File: config.mk
export PLATFORM = sky130hd
export DESIGN_NAME = sdl_loader
export DESIGN_NICKNAME = d
export VERILOG_FILES = /design/src/pkg/sdl_pkg.sv /design/src/sdl_fifo.sv /design/src/sdl_loader.sv
export SDC_FILE = /design/constraint.sdc
export NUM_CORES = 1
export LEC_CHECK = 0
export ABC_AREA = 0
export CORE_MARGIN = 4
export CORE_UTILIZATION = 30
export DETAILED_ROUTE_END_ITERATION = 6
export DONT_BUFFER_PORTS = 1
export HOLD_SLACK_MARGIN = 0.15
export PLACE_DENSITY = 0.41
export SETUP_SLACK_MARGIN = 0.2
export SLEW_MARGIN = 10
export SYNTH_ARGS = -nofsm -noshare
export SYNTH_HDL_FRONTEND = slang
export SYNTH_HIERARCHICAL = 1
export SYNTH_SLANG_ARGS = --single-unit
File: constraint.sdc
create_clock -name i_core_clk -period 4.9 [get_ports i_core_clk]
set_input_delay 0.245 -clock i_core_clk [delete_from_list [all_inputs] [get_ports i_core_clk]]
set_output_delay 0.245 -clock i_core_clk [all_outputs]
set_load 0.05 [all_outputs]
File: src/pkg/sdl_pkg.sv
`default_nettype none
package sdl_pkg;
   // Core clock, in Hz
   localparam int unsigned CLK_HZ = 50_000_000;
   // The bit divisor is fixed for this crystal, in Hz (11.0592 MHz)
   localparam int unsigned NOMINAL_XTAL_HZ = 11_059_200;
   // Nominal line rate, in baud
   localparam int unsigned NOMINAL_BAUD = 9600;
   // Cycles per bit do not follow CLK_HZ, so the real rate scales with the clock
   localparam int unsigned BIT_CYCLES = NOMINAL_XTAL_HZ / NOMINAL_BAUD;
   localparam logic [10:0] BIT_CNT_MAX = 11'(BIT_CYCLES - 1);
   localparam logic [10:0] HALF_BIT_CNT = 11'(BIT_CYCLES / 2 - 1);
   localparam logic [3:0] UART_DATA_BITS = 4'h8;
   localparam logic [3:0] UART_STOP_POS = 4'h9;

   localparam logic [7:0] CH_COLON = 8'h3A;
   localparam logic [7:0] CH_SEMI = 8'h3B;
   localparam logic [7:0] CH_QUERY = 8'h21;
   localparam logic [7:0] RECORD_ACCEPT_BYTE = 8'h06;
   localparam logic [7:0] RECORD_REJECT_BYTE = 8'h15;

   localparam int unsigned PID_LEN = 8;
   localparam int unsigned REV_LEN = 3;
   localparam logic [3:0] ID_LEN = 4'hB;

   localparam logic [4:0] MAX_DATA = 5'h10;
   localparam logic [4:0] HDR_BYTES = 5'h4;
   localparam logic [7:0] TYPE_DATA = 8'h00;
   localparam logic [7:0] TYPE_EOF = 8'h01;
   localparam logic [1:0] RUN_LAST_NIB = 2'h3;

   localparam int unsigned FIFO_WIDTH = 8;
   localparam int unsigned FIFO_DEPTH = 8;

   localparam logic [15:0] ADDR_RST = 16'h0000;
   localparam logic [7:0] BYTE_RST = 8'h00;

   typedef enum logic [3:0] {
      ST_STRAP, ST_USER, ST_ERASE, ST_ID, ST_WAIT, ST_REC, ST_PROG, ST_REPLY, ST_RUN_ADDR, ST_RUN
   } sdl_state_e;

   typedef struct packed {
      logic [15:0] addr;
      logic [7:0] data;
   } sdl_wr_s;

   typedef struct packed {
      logic valid;
      logic [7:0] data;
   } sdl_byte_s;
endpackage
`default_nettype wire

File: src/sdl_fifo.sv
`timescale 1ns/1ps
`default_nettype none
module sdl_fifo #(
   parameter int unsigned WIDTH = 8,
   parameter int unsigned DEPTH = 8
) (
   input wire logic i_core_clk,
   input wire logic i_rst,
   input wire logic i_in_valid,
   output logic o_in_ready,
   input wire logic [WIDTH-1:0] i_in_data,
   output logic o_out_valid,
   input wire logic i_out_ready,
   output logic [WIDTH-1:0] o_out_data
);
   // DEPTH must be a power of two so the pointers wrap by themselves
   localparam int unsigned AW = $clog2(DEPTH);
   localparam logic [AW:0] FULL_CNT = (AW+1)'(DEPTH);

   logic [WIDTH-1:0] mem_q [DEPTH];
   logic [WIDTH-1:0] mem_d [DEPTH];
   logic [AW-1:0] wr_q, wr_d, rd_q, rd_d;
   logic [AW:0] cnt_q, cnt_d;
   logic push, pop;

   assign o_in_ready = (cnt_q != FULL_CNT);
   assign o_out_valid = (cnt_q != '0);
   assign o_out_data = mem_q[rd_q];

   always_comb begin
      push = i_in_valid && o_in_ready;
      pop = o_out_valid && i_out_ready;
      mem_d = mem_q;
      wr_d = wr_q;
      rd_d = rd_q;
      cnt_d = cnt_q;
      if (push) begin
         mem_d[wr_q] = i_in_data;
         wr_d = wr_q + 1'b1;
      end
      if (pop) begin
         rd_d = rd_q + 1'b1;
      end
      if (push && !pop) begin
         cnt_d = cnt_q + 1'b1;
      end else if (pop && !push) begin
         cnt_d = cnt_q - 1'b1;
      end
   end

   always_ff @(posedge i_core_clk) begin
      if (i_rst) begin
         for (int i = 0; i < DEPTH; i++) begin
            mem_q[i] <= '0;
         end
         wr_q <= '0;
         rd_q <= '0;
         cnt_q <= '0;
      end else begin
         mem_q <= mem_d;
         wr_q <= wr_d;
         rd_q <= rd_d;
         cnt_q <= cnt_d;
      end
   end
endmodule
`default_nettype wire

File: src/sdl_loader.sv
`timescale 1ns/1ps
`default_nettype none
// How it works
// Loader only when strap low at reset
// Erase both memories, then send identity
// Identity: 8-byte product, 3-byte revision
// UART 8 data bits, no parity, 9600; code runs at about 43403 baud, the fixed divisor at CLK_HZ
// Divisor fixed for 11.0592 MHz crystal
// Byte 0x21 resends identity any time; code honours it only in ST_WAIT, ST_REC, ST_RUN_ADDR and ST_ID
// Host should interrogate before downloading
// Writes reach program memory only
// Host sends records unmodified
// Colon starts record, earlier bytes dropped
// Send 0x06 accepted, 0x15 rejected
// After reject, wait for next colon
// Host sends next record after accept
// Semicolon plus 4 hex chars runs code
// Host normally runs from FF00
// Without run command, stay in loader
// Record fields: count, address, type, data, checksum
// Type 00 programs, type 01 ends file
// Byte sum including checksum must be zero
// Hex pairs to bytes; bad char rejects
module sdl_loader
   import sdl_pkg::*;
#(
   // Arbitrary identity values
   parameter logic [8*PID_LEN-1:0] PRODUCT_ID = "SDLOADR ",
   parameter logic [8*REV_LEN-1:0] FW_REV = "v1a",
   // Only a bench shortens the bit; the device keeps the fixed divisor
   parameter int unsigned BIT_CLKS = BIT_CYCLES
) (
   input wire logic i_core_clk,
   input wire logic i_rst,
   input wire logic i_loader_entry_strap_pin_n,
   input wire logic i_uart_rx,
   output logic o_uart_tx,
   output logic o_erase_req,
   input wire logic i_erase_done,
   output logic o_wr_valid,
   input wire logic i_wr_ready,
   input wire logic i_wr_ok,
   output sdl_wr_s o_wr,
   output logic o_run,
   output logic [15:0] o_run_addr,
   output logic o_loader_active,
   output logic o_user_mode
);
   localparam logic [8*(PID_LEN+REV_LEN)-1:0] ID_STRING = {PRODUCT_ID, FW_REV};
   localparam logic [10:0] BIT_MAX = 11'(BIT_CLKS - 1);
   localparam logic [10:0] HALF_MAX = 11'(BIT_CLKS / 2 - 1);

   sdl_state_e st_q, st_d;
   logic [3:0] id_idx_q, id_idx_d;
   logic [3:0] nib_hi_q, nib_hi_d;
   logic half_q, half_d;
   logic [4:0] byte_idx_q, byte_idx_d;
   logic [4:0] cnt_q, cnt_d;
   logic [15:0] addr_q, addr_d;
   logic [7:0] type_q, type_d;
   logic [7:0] sum_q, sum_d;
   logic [7:0] buf_q [16];
   logic [7:0] buf_d [16];
   logic [3:0] prog_idx_q, prog_idx_d;
   logic bad_q, bad_d;
   logic [7:0] reply_q, reply_d;
   logic run_pend_q, run_pend_d;
   logic [15:0] run_addr_q, run_addr_d;
   logic [1:0] run_nib_q, run_nib_d;
   logic run_q, run_d;
   sdl_wr_s wr_q, wr_d;
   logic push;
   logic [7:0] push_data;
   logic [4:0] hv;
   logic [7:0] b;
   logic fifo_in_ready, fifo_out_valid, fifo_pop;
   logic [7:0] fifo_out_data;

   // Receiver and transmitter state
   logic rx_busy_q, rx_busy_d;
   logic [10:0] rx_cnt_q, rx_cnt_d;
   logic [3:0] rx_bit_q, rx_bit_d;
   logic [7:0] rx_sh_q, rx_sh_d;
   sdl_byte_s rx_byte_q, rx_byte_d;
   logic tx_busy_q, tx_busy_d;
   logic [10:0] tx_cnt_q, tx_cnt_d;
   logic [3:0] tx_bit_q, tx_bit_d;
   logic [9:0] tx_sh_q, tx_sh_d;
   logic tx_line_q, tx_line_d;

   function automatic logic [4:0] hex_val(input logic [7:0] c);
      logic [4:0] r;
      r = 5'h00;
      if (c >= 8'h30 && c <= 8'h39) begin
         r = {1'b1, 4'(c - 8'h30)};
      end else if (c >= 8'h41 && c <= 8'h46) begin
         r = {1'b1, 4'(c - 8'h37)};
      end else if (c >= 8'h61 && c <= 8'h66) begin
         r = {1'b1, 4'(c - 8'h57)};
      end
      return r;
   endfunction

   // Replies go through the FIFO; a full FIFO stalls the identity sender
   sdl_fifo #(
      .WIDTH(FIFO_WIDTH),
      .DEPTH(FIFO_DEPTH)
   ) u_tx_fifo (
      .i_core_clk(i_core_clk),
      .i_rst(i_rst),
      .i_in_valid(push),
      .o_in_ready(fifo_in_ready),
      .i_in_data(push_data),
      .o_out_valid(fifo_out_valid),
      .i_out_ready(fifo_pop),
      .o_out_data(fifo_out_data)
   );

   assign fifo_pop = !tx_busy_q;
   assign o_uart_tx = tx_line_q;
   assign o_erase_req = (st_q == ST_ERASE);
   assign o_wr_valid = (st_q == ST_PROG);
   assign o_wr = wr_q;
   assign o_run = run_q;
   assign o_run_addr = run_addr_q;
   assign o_user_mode = (st_q == ST_USER);
   assign o_loader_active = (st_q != ST_STRAP) && (st_q != ST_USER) && (st_q != ST_RUN);

   // Serial line, bit timing from the fixed divisor
   always_comb begin
      rx_busy_d = rx_busy_q;
      rx_cnt_d = rx_cnt_q;
      rx_bit_d = rx_bit_q;
      rx_sh_d = rx_sh_q;
      rx_byte_d = '{valid: 1'b0, data: rx_byte_q.data};
      if (!rx_busy_q) begin
         if (!i_uart_rx) begin
            rx_busy_d = 1'b1;
            rx_cnt_d = HALF_MAX;
            rx_bit_d = 4'h0;
         end
      end else if (rx_cnt_q != 11'h000) begin
         rx_cnt_d = rx_cnt_q - 11'h001;
      end else begin
         rx_cnt_d = BIT_MAX;
         rx_bit_d = rx_bit_q + 4'h1;
         if (rx_bit_q == 4'h0) begin
            // A glitch shorter than half a bit is not a start bit
            rx_busy_d = !i_uart_rx;
         end else if (rx_bit_q <= UART_DATA_BITS) begin
            rx_sh_d = {i_uart_rx, rx_sh_q[7:1]};
         end else begin
            rx_busy_d = 1'b0;
            // Bytes with a broken stop bit are dropped
            rx_byte_d = '{valid: i_uart_rx, data: rx_sh_q};
         end
      end
      tx_busy_d = tx_busy_q;
      tx_cnt_d = tx_cnt_q;
      tx_bit_d = tx_bit_q;
      tx_sh_d = tx_sh_q;
      tx_line_d = tx_line_q;
      if (!tx_busy_q) begin
         if (fifo_out_valid) begin
            tx_busy_d = 1'b1;
            tx_sh_d = {1'b1, fifo_out_data, 1'b0};
            tx_cnt_d = BIT_MAX;
            tx_bit_d = 4'h0;
            tx_line_d = 1'b0;
         end
      end else if (tx_cnt_q != 11'h000) begin
         tx_cnt_d = tx_cnt_q - 11'h001;
      end else if (tx_bit_q == UART_STOP_POS) begin
         tx_busy_d = 1'b0;
      end else begin
         tx_cnt_d = BIT_MAX;
         tx_bit_d = tx_bit_q + 4'h1;
         tx_sh_d = {1'b1, tx_sh_q[9:1]};
         tx_line_d = tx_sh_q[1];
      end
   end

   always_ff @(posedge i_core_clk) begin
      if (i_rst) begin
         rx_busy_q <= 1'b0;
         rx_cnt_q <= 11'h000;
         rx_bit_q <= 4'h0;
         rx_sh_q <= BYTE_RST;
         rx_byte_q <= '0;
         tx_busy_q <= 1'b0;
         tx_cnt_q <= 11'h000;
         tx_bit_q <= 4'h0;
         tx_sh_q <= 10'h3FF;
         tx_line_q <= 1'b1;
      end else begin
         rx_busy_q <= rx_busy_d;
         rx_cnt_q <= rx_cnt_d;
         rx_bit_q <= rx_bit_d;
         rx_sh_q <= rx_sh_d;
         rx_byte_q <= rx_byte_d;
         tx_busy_q <= tx_busy_d;
         tx_cnt_q <= tx_cnt_d;
         tx_bit_q <= tx_bit_d;
         tx_sh_q <= tx_sh_d;
         tx_line_q <= tx_line_d;
      end
   end

   // Loader sequence and record parser
   always_comb begin
      st_d = st_q;
      id_idx_d = id_idx_q;
      nib_hi_d = nib_hi_q;
      half_d = half_q;
      byte_idx_d = byte_idx_q;
      cnt_d = cnt_q;
      addr_d = addr_q;
      type_d = type_q;
      sum_d = sum_q;
      buf_d = buf_q;
      prog_idx_d = prog_idx_q;
      bad_d = bad_q;
      reply_d = reply_q;
      run_pend_d = run_pend_q;
      run_addr_d = run_addr_q;
      run_nib_d = run_nib_q;
      run_d = 1'b0;
      wr_d = wr_q;
      push = 1'b0;
      push_data = BYTE_RST;
      hv = hex_val(rx_byte_q.data);
      b = {nib_hi_q, hv[3:0]};
      unique case (st_q)
         ST_STRAP: begin
            st_d = i_loader_entry_strap_pin_n ? ST_USER : ST_ERASE;
         end
         ST_USER: begin
         end
         ST_ERASE: begin
            if (i_erase_done) begin
               st_d = ST_ID;
               id_idx_d = 4'h0;
            end
         end
         ST_ID: begin
            push = 1'b1;
            push_data = ID_STRING[8*int'(ID_LEN) - 1 - 8*int'(id_idx_q) -: 8];
            if (fifo_in_ready) begin
               id_idx_d = id_idx_q + 4'h1;
               if (id_idx_q == ID_LEN - 4'h1) begin
                  st_d = ST_WAIT;
               end
            end
         end
         ST_WAIT: begin
            if (rx_byte_q.valid && rx_byte_q.data == CH_COLON) begin
               st_d = ST_REC;
               half_d = 1'b0;
               byte_idx_d = 5'h00;
               sum_d = BYTE_RST;
               bad_d = 1'b0;
            end else if (rx_byte_q.valid && rx_byte_q.data == CH_SEMI) begin
               st_d = ST_RUN_ADDR;
               run_nib_d = 2'h0;
            end
         end
         ST_REC: begin
            if (rx_byte_q.valid) begin
               if (!hv[4]) begin
                  st_d = ST_REPLY;
                  reply_d = RECORD_REJECT_BYTE;
               end else if (!half_q) begin
                  nib_hi_d = hv[3:0];
                  half_d = 1'b1;
               end else begin
                  half_d = 1'b0;
                  sum_d = sum_q + b;
                  byte_idx_d = byte_idx_q + 5'h01;
                  if (byte_idx_q == 5'h00) begin
                     cnt_d = b[4:0];
                     if (b > 8'(MAX_DATA)) begin
                        st_d = ST_REPLY;
                        reply_d = RECORD_REJECT_BYTE;
                     end
                  end else if (byte_idx_q == 5'h01) begin
                     addr_d = {b, addr_q[7:0]};
                  end else if (byte_idx_q == 5'h02) begin
                     addr_d = {addr_q[15:8], b};
                  end else if (byte_idx_q == 5'h03) begin
                     type_d = b;
                  end else if (byte_idx_q < cnt_q + HDR_BYTES) begin
                     buf_d[4'(byte_idx_q - HDR_BYTES)] = b;
                  end else begin
                     // Checksum byte closes the record
                     st_d = ST_REPLY;
                     reply_d = RECORD_REJECT_BYTE;
                     if (sum_q + b != BYTE_RST) begin
                        reply_d = RECORD_REJECT_BYTE;
                     end else if (type_q == TYPE_EOF) begin
                        reply_d = RECORD_ACCEPT_BYTE;
                     end else if (type_q == TYPE_DATA && cnt_q == 5'h00) begin
                        reply_d = RECORD_ACCEPT_BYTE;
                     end else if (type_q == TYPE_DATA) begin
                        st_d = ST_PROG;
                        prog_idx_d = 4'h0;
                        wr_d = '{addr: addr_q, data: buf_q[0]};
                     end
                  end
               end
            end
         end
         ST_PROG: begin
            if (i_wr_ready) begin
               bad_d = bad_q || !i_wr_ok;
               if (prog_idx_q == 4'(cnt_q - 5'h01)) begin
                  st_d = ST_REPLY;
                  reply_d = (bad_q || !i_wr_ok) ? RECORD_REJECT_BYTE : RECORD_ACCEPT_BYTE;
               end else begin
                  prog_idx_d = prog_idx_q + 4'h1;
                  wr_d = '{addr: wr_q.addr + 16'h0001, data: buf_q[prog_idx_q + 4'h1]};
               end
            end
         end
         ST_REPLY: begin
            push = 1'b1;
            push_data = reply_q;
            if (fifo_in_ready) begin
               st_d = run_pend_q ? ST_RUN : ST_WAIT;
               run_d = run_pend_q;
               run_pend_d = 1'b0;
            end
         end
         ST_RUN_ADDR: begin
            if (rx_byte_q.valid) begin
               if (!hv[4]) begin
                  st_d = ST_REPLY;
                  reply_d = RECORD_REJECT_BYTE;
               end else begin
                  run_addr_d = {run_addr_q[11:0], hv[3:0]};
                  run_nib_d = run_nib_q + 2'h1;
                  if (run_nib_q == RUN_LAST_NIB) begin
                     st_d = ST_REPLY;
                     reply_d = RECORD_ACCEPT_BYTE;
                     run_pend_d = 1'b1;
                  end
               end
            end
         end
         ST_RUN: begin
         end
      endcase
      // Interrogation wins over any parse in progress
      if (rx_byte_q.valid && rx_byte_q.data == CH_QUERY && (st_q == ST_WAIT || st_q == ST_REC
          || st_q == ST_RUN_ADDR || st_q == ST_ID)) begin
         st_d = ST_ID;
         id_idx_d = 4'h0;
         half_d = 1'b0;
      end
   end

   always_ff @(posedge i_core_clk) begin
      if (i_rst) begin
         st_q <= ST_STRAP;
         id_idx_q <= 4'h0;
         nib_hi_q <= 4'h0;
         half_q <= 1'b0;
         byte_idx_q <= 5'h00;
         cnt_q <= 5'h00;
         addr_q <= ADDR_RST;
         type_q <= BYTE_RST;
         sum_q <= BYTE_RST;
         for (int i = 0; i < 16; i++) begin
            buf_q[i] <= BYTE_RST;
         end
         prog_idx_q <= 4'h0;
         bad_q <= 1'b0;
         reply_q <= BYTE_RST;
         run_pend_q <= 1'b0;
         run_addr_q <= ADDR_RST;
         run_nib_q <= 2'h0;
         run_q <= 1'b0;
         wr_q <= '0;
      end else begin
         st_q <= st_d;
         id_idx_q <= id_idx_d;
         nib_hi_q <= nib_hi_d;
         half_q <= half_d;
         byte_idx_q <= byte_idx_d;
         cnt_q <= cnt_d;
         addr_q <= addr_d;
         type_q <= type_d;
         sum_q <= sum_d;
         buf_q <= buf_d;
         prog_idx_q <= prog_idx_d;
         bad_q <= bad_d;
         reply_q <= reply_d;
         run_pend_q <= run_pend_d;
         run_addr_q <= run_addr_d;
         run_nib_q <= run_nib_d;
         run_q <= run_d;
         wr_q <= wr_d;
      end
   end
endmodule
`default_nettype wire

# Word level (Yosys, flattened, before mapping)

Cells that the tools add are included.

Register bits after elaboration: 374
Latch bits: 0
RAM bits: 0
Bits in read-only memories: 0
Bits of input ports: 7
Output and inout bits: 46
Memories kept: 0

$add $sub $neg: 21
Multiply operators: 0
Divide/modulo/power cells: 0
Order comparisons: 15
Eq/ne operators: 76
Shift operators: 1
Multiplexer cells: 159
Bitwise operators: 15
Reductions and logical operators: 72

Operator list:

| kind                                                        | count |
|---|---|
| 2-to-1 mux 24 bit                                           | 14 |
| 2-to-1 mux 8 bit                                            | 25 |
| 2-to-1 mux 4 bit                                            | 46 |
| bitwise mux 128 bit                                         | 1 |
| variable part select 95 x 8 -> 8 bit (first input constant) | 1 |
| 2-to-1 mux 11 bit                                           | 7 |
| bitwise mux 64 bit                                          | 1 |
| 2-to-1 mux 5 bit                                            | 11 |
| one-hot mux 24 bit (2 select lines)                         | 1 |
| inequality test 2 bit (second input constant)               | 23 |
| 2-to-1 mux 10 bit                                           | 4 |
| AND reduction 17 bit                                        | 2 |
| binary-select mux 8 bit (select 4 bit)                      | 1 |
| demux 8 bit (select 4 bit)                                  | 1 |
| one-hot mux 4 bit (8 select lines)                          | 1 |
| one-hot mux 8 bit (2 select lines)                          | 2 |
| inequality test 4 bit (second input constant)               | 7 |
| 2-to-1 mux 1 bit                                            | 27 |
| inequality test 5 x 4 -> 1 bit (second input constant)      | 5 |
| binary-select mux 8 bit (select 3 bit)                      | 1 |
| demux 8 bit (select 3 bit)                                  | 1 |
| == test 8 x 6 -> 1 bit (second input constant)              | 3 |
| one-hot mux 8 bit (3 select lines)                          | 1 |
| nonzero test 11 bit                                         | 2 |
| other kinds (70)                                            | 171 |

# Depth between registers and ports, before layout

Word-level depth: 18
Depth in mapped cells: 19

# Cells and area by module

Netlist, hierarchy kept.

Modules (own cells, without submodules):

| module     | instances | cells an instance | area an instance (µm²) | sequential area each (µm²) |
|---|---|---|---|---|
| sdl_loader | 1         | 1770              | 14336.2                | 5865.6 |
| sdl_fifo   | 1         | 312               | 3369.5                 | 1481.4 |

# Worst setup path before layout

OpenSTA, ideal clock, no wires.

Path kind: flip-flop to flip-flop
Start point: register rx_byte_q[1] (netlist name)
End point: register wr_q, in the netlist o_wr[23]
Arrival: 4.167 ns
Data required time: 4.768 ns
Path slack: 0.600 ns
Stages on the path, launching flop included: 19
Cell sequence: dfxtp_1 inv_1 ha_1 o21ba_2 o21ai_1 mux2i_1 nor2_1 clkbuf_1 inv_1 fa_1 nand2b_1 a21o_1 a21boi_0 or3b_2 o21a_1 or2_2 clkbuf_1 o21ai_0 a21oi_1

Longest elaborated chain between the ends: 9

Ends and longest elaborated chain:

| element                                                                      | line              | RTL |
|---|---|---|
| start, declared                                                              | sdl_loader.sv:84  | `sdl_byte_s rx_byte_q, rx_byte_d;` |
| start signal, assigned                                                       | sdl_loader.sv:200 | `rx_byte_q <= rx_byte_d;` |
| >= comparator 8 x 7 -> 1 bit or <= comparator 8 x 7 -> 1 bit (tied branches) | sdl_loader.sv:98  | `end else if (c >= 8'h61 && c <= 8'h66) begin` |
| logical AND 1 bit                                                            | sdl_loader.sv:98  |  |
| 2-to-1 mux 5 bit                                                             | sdl_loader.sv:98  |  |
| 2-to-1 mux 5 bit                                                             | sdl_loader.sv:96  | `end else if (c >= 8'h41 && c <= 8'h46) begin` |
| 2-to-1 mux 5 bit *                                                           | sdl_loader.sv:94  | `if (c >= 8'h30 && c <= 8'h39) begin` |
| named net hv[1]                                                              | sdl_loader.sv:74  | `logic [4:0] hv;` |
| adder 8 bit *                                                                | sdl_loader.sv:297 | `if (sum_q + b != BYTE_RST) begin` |
| nonzero test 8 bit *                                                         | sdl_loader.sv:297 |  |
| inequality test 2 bit (no line) *                                            | n/a               |  |
| AND reduction 15 bit (no line) *                                             | n/a               |  |
| end signal, assigned                                                         | sdl_loader.sv:401 | `wr_q <= wr_d;` |
| end, declared                                                                | sdl_loader.sv:71  | `sdl_wr_s wr_q, wr_d;` |

Mark *: on every way through the listed nets, which the timed path passes. The rest lies on a longest branch.
A chain may end at the register's enable or synchronous reset.

# Worst setup path after layout

Start point: register rx_byte_q[1] (netlist name)
End point: register wr_q, in the netlist o_wr[11]

Longest elaborated chain between the ends: 9

Ends and longest elaborated chain:

| element                                                                      | line |
|---|---|
| >= comparator 8 x 7 -> 1 bit or <= comparator 8 x 7 -> 1 bit (tied branches) | sdl_loader.sv:98 |
| logical AND 1 bit                                                            | sdl_loader.sv:98 |
| 2-to-1 mux 5 bit                                                             | sdl_loader.sv:98 |
| 2-to-1 mux 5 bit                                                             | sdl_loader.sv:96 |
| 2-to-1 mux 5 bit *                                                           | sdl_loader.sv:94 |
| adder 8 bit                                                                  | sdl_loader.sv:297 |
| nonzero test 8 bit                                                           | sdl_loader.sv:297 |
| inequality test 2 bit (no line)                                              | n/a |
| AND reduction 15 bit (no line) *                                             | n/a |

Every way passes the cells marked *; elsewhere a longest branch is shown, timed or not.

==> impl_metrics.py <==
metrics = {
    "outcome": {
        "status": "finished, final reports clean",
    },
    "worst_hold_path": {
        "hold_depth": 5,
        "hold_path_end": "st_q[1]",
        "min_path_type": "primary input to flip-flop",
        "min_from": "i_loader_entry_strap_pin_n",
    },
    "yosys": {
        "netlist.area_leader.share": 0.415,
        "ys_seq_elements": 367,
        "synth_edf_count": 0,
        "syn-cell-area_um2": 17700,
        "synth.most_common_cell": "nand2_1",
        "ys_top_cells_by_area": "dfxtp_1, nand2_1, mux2i_1",
        "synth_ff_type": "dfxtp_1",
        "synth_commonest_cells": "nand2_1, dfxtp_1, a21oi_1, nor2_1, mux2i_1",
        "ys_seq_area_frac": 0.415,
        "ys_types": 90,
        "netlist.top_cell.by_area": "dfxtp_1",
        "synth_async_sr_flop_share": 0,
        "syn-instance-count": 2082,
        "syn_nets": 2129,
        "ys_warn_count": 6,
        "avgSynthCellArea_um2": 8.50,
    },
    "setup_path": {
        "slowest_delay_ns": 0.49,
        "worst_ep_required_time_ns": 5.30,
        "arrival_ns": 4.80,
        "slowest_stage": "a211oi_1",
        "worstPathCellList": "inv_1 -> ha_1 -> o21ba_2 -> o21ai_1 -> buf_4 -> mux2i_1 -> nor2_2 -> ha_1 -> a211oi_1 -> nor3b_1 -> nor3b_1 -> nand4b_1 -> o21a_1 -> nor2_4 -> buf_4 -> mux2i_1 -> a21oi_1",
        "path_class": "flip-flop to flip-flop",
        "cp_num_buf_inv": 3,
        "r2r_end": "o_wr[11]",
        "crit_family": "compound AO/OA/AOI/OAI gates",
        "crit_fanout": 9,
        "endpoint_kind": "flip-flop",
        "r2r-start": "rx_byte_q[1]",
        "rr_worst_depth": 17,
        "reg2reg_setup_slack_ns": 0.51,
        "startpoint_type": "flip-flop",
    },
    "drt": {
        "ant_nets": 0,
        "drt_first_pass_iters": 5,
        "vias": 14800,
        "drtIter0Drc": 814,
        "routed_via_density": 5.08,
        "wl_um": 52800,
        "post_drt_wl_per_cell_um": 18.1,
        "drc_errors": 0,
    },
    "layout": {
        "area_growth_pct": 18.0,
        "drive_gt1_frac": 0.0992,
        "fin_cells": 2912,
        "num_antenna_cells": 0,
        "nets": 2160,
    },
    "sta": {
        "timing.hold.ws_ns": 0.206,
        "fin_setup_tns_ns": 0,
        "slew_headroom": 0.162,
        "period_needed_ns": 4.39,
        "rsz0062_at_grt": "no",
        "fin_skew_ns": 0.0268,
        "setup_viol": 0,
        "post-route-period-util": 0.897,
        "tightestPinTransition_ns": 1.24,
        "fmax_ghz": 0.228,
        "hold_violations": 0,
        "final_max_slew_viol_count": 0,
    },
    "floorplan": {
        "die-area_um2": 63000,
        "die_w_um": 251,
        "fp-row-count": 88,
        "pin_count": 53,
        "dieHeight_um": 251,
        "initial_utilization": 0.305,
        "coreArea_um2": 58000,
    },
    "power_and_ir_drop": {
        "p_per_area_nw_per_um2": 381,
        "p_int_mw": 5.69,
        "seq_power_share": 0.424,
        "leakage_nw": 7.44,
        "p_switching_mw": 2.27,
        "swShare": 0.285,
        "pwr-share-clk": 0.441,
        "peakVddDrop_mv": 0.277,
        "pwr-share-comb": 0.136,
    },
    "clocking": {
        "post_cts_buffers": 0,
        "clkSinkCount": 367,
        "clkTransAtPathRegs_ns": 0.06,
        "root_buffer": "clkbuf_16",
        "cts_buffers": 46,
        "cts_tree": "done",
        "clock_latency_ns": 0.58,
        "cts.htree.levels": 2,
        "clockBufferDepth": 3,
    },
    "global_route": {
        "grt_start_max_net_pins": 264,
        "antenna_found_initial": 0,
        "grt_pass1_vias": 14600,
        "track_usage": 0.163,
        "grt.overflow.total": 0,
        "grt_pass1_wl_um": 83400,
    },
    "placed_design": {
        "dp.final_hpwl_um": 32400,
        "dp_cells": 2741,
        "io_buffers": 0,
        "gp_congestion": 0.799,
    },
    "flow_run": {
        "drv_cap": 0,
    },
}
-- through the flow --
stage | power [mW] | instance area [µm²] | utilization | setup slack, ns
2_1_floorplan | 4.22 | 17700 | - | 0.600
3_3_place_gp | 4.41 | 18400 | 0.317 | 0.641
3_5_place_dp | 4.43 | 18400 | 0.317 | 0.518
4_1_cts | 8.09 | 20900 | 0.360 | 0.474
5_1_grt | 8.34 | 20900 | 0.360 | 0.234
6_report | 7.95 | 20900 | 0.360 | 0.505
-- tightest hold or removal path: stages --
cell     delay (ns)
a21oi_1        0.10
a31oi_1        0.05
o22ai_1        0.12
a21oi_1        0.09
a21oi_1        0.13
-- power by group through the flow --
stage	Combinational, mW	Sequential, mW	Clock [mW]
CTS	1.09	3.37	3.62
global placement	0.976	3.44	0
finish	1.08	3.37	3.50
floorplan	0.910	3.31	0
global route	1.21	3.40	3.73
detailed placement	0.994	3.44	0
-- worst max path at each step --
| stage | depth (start not counted) | end | from | slack, ns |
|---|---|---|---|---|
| after floorplan | 18 | o_wr[23] | rx_byte_q[1] | 0.60 |
| after global placement | 17 | o_wr[13] | rx_byte_q[1] | 0.64 |
| after detailed placement | 17 | o_wr[13] | rx_byte_q[1] | 0.52 |
| after CTS | 17 | o_wr[11] | rx_byte_q[1] | 0.47 |
| after global routing | 17 | o_wr[11] | rx_byte_q[1] | 0.23 |
| final | 17 | o_wr[11] | rx_byte_q[1] | 0.51 |
-- cell type report --
class,count,area (µm²)
clock buffers,63,1340
clock inverters,19,223
fillers,5960,37100
inverters,45,169
multi-input cells,1539,9750
flip-flops and latches,367,7350
well taps,765,957
repair buffers,114,1110
-- timing repair --
action	CTS	global route
hold endpoints to repair	353	0
gates resized for setup	0	2
setup endpoints to repair	0	26
hold buffers	89	0
-- layer usage --
metal / vias up / routed length (µm) / global-route usage / share of wire
li1: 7327 / - / - / -
met1: 7139 / 25500 / 0.225 / 0.48
met2: 259 / 23800 / 0.267 / 0.45
met3: 68 / 2440 / 0.0279 / 0.046
met4: 0 / 1020 / 0.0407 / 0.019
met5: - / 0 / 0 / 0
-- flip-flops by register name, indices dropped and copies added (netlist names), 4 cells and up --
register         count
buf_q              128
u_tx_fifo/mem_q     64
o_wr                24
addr_q              16
o_run_addr          16
rx_cnt_q            11
tx_cnt_q            11
rx_byte_q            9
rx_sh_q              8
sum_q                8
tx_sh_q              8
type_q               8
byte_idx_q           5
cnt_q                5
id_idx_q             4
nib_hi_q             4
prog_idx_q           4
rx_bit_q             4
st_q                 4
tx_bit_q             4
u_tx_fifo/cnt_q      4
-- layout by cell type (no fill, tap or decap), drive strengths merged, types with 6 or more instances in the layout --
cell / n
o22ai: 13
xnor2: 16
o31ai: 7
nor3: 41
mux2: 11
or2: 6
and2: 8
or4: 6
dlygate4sd3: 88
clkinv: 13
a311oi: 8
or3: 15
xor2: 15
mux4: 48
ha: 38
mux2i: 126
buf: 26
a21oi: 239
nand3b: 8
a21o: 7
a31oi: 10
a211oi: 34
nor2b: 17
nor2: 219
nand3: 44
nand2: 421
clkbuf: 63
nor4b: 8
nor4: 13
dfxtp: 367
nand2b: 17
inv: 45
nor3b: 18
o21ai: 56
-- logic make-up after synthesis --
logic type | after synthesis | synth area share
AND/OR/NAND/NOR | 865 | 0.224
flip-flops | 367 | 0.415
AO/OA/AOI/OAI | 417 | 0.137
XOR/XNOR | 31 | 0.0153
buffers and inverters | 176 | 0.0400
other | 1 | 0.000212
multiplexers | 185 | 0.139
adder cells (fa/ha/maj) | 40 | 0.0291
Power figures use the tool's default switching activity.
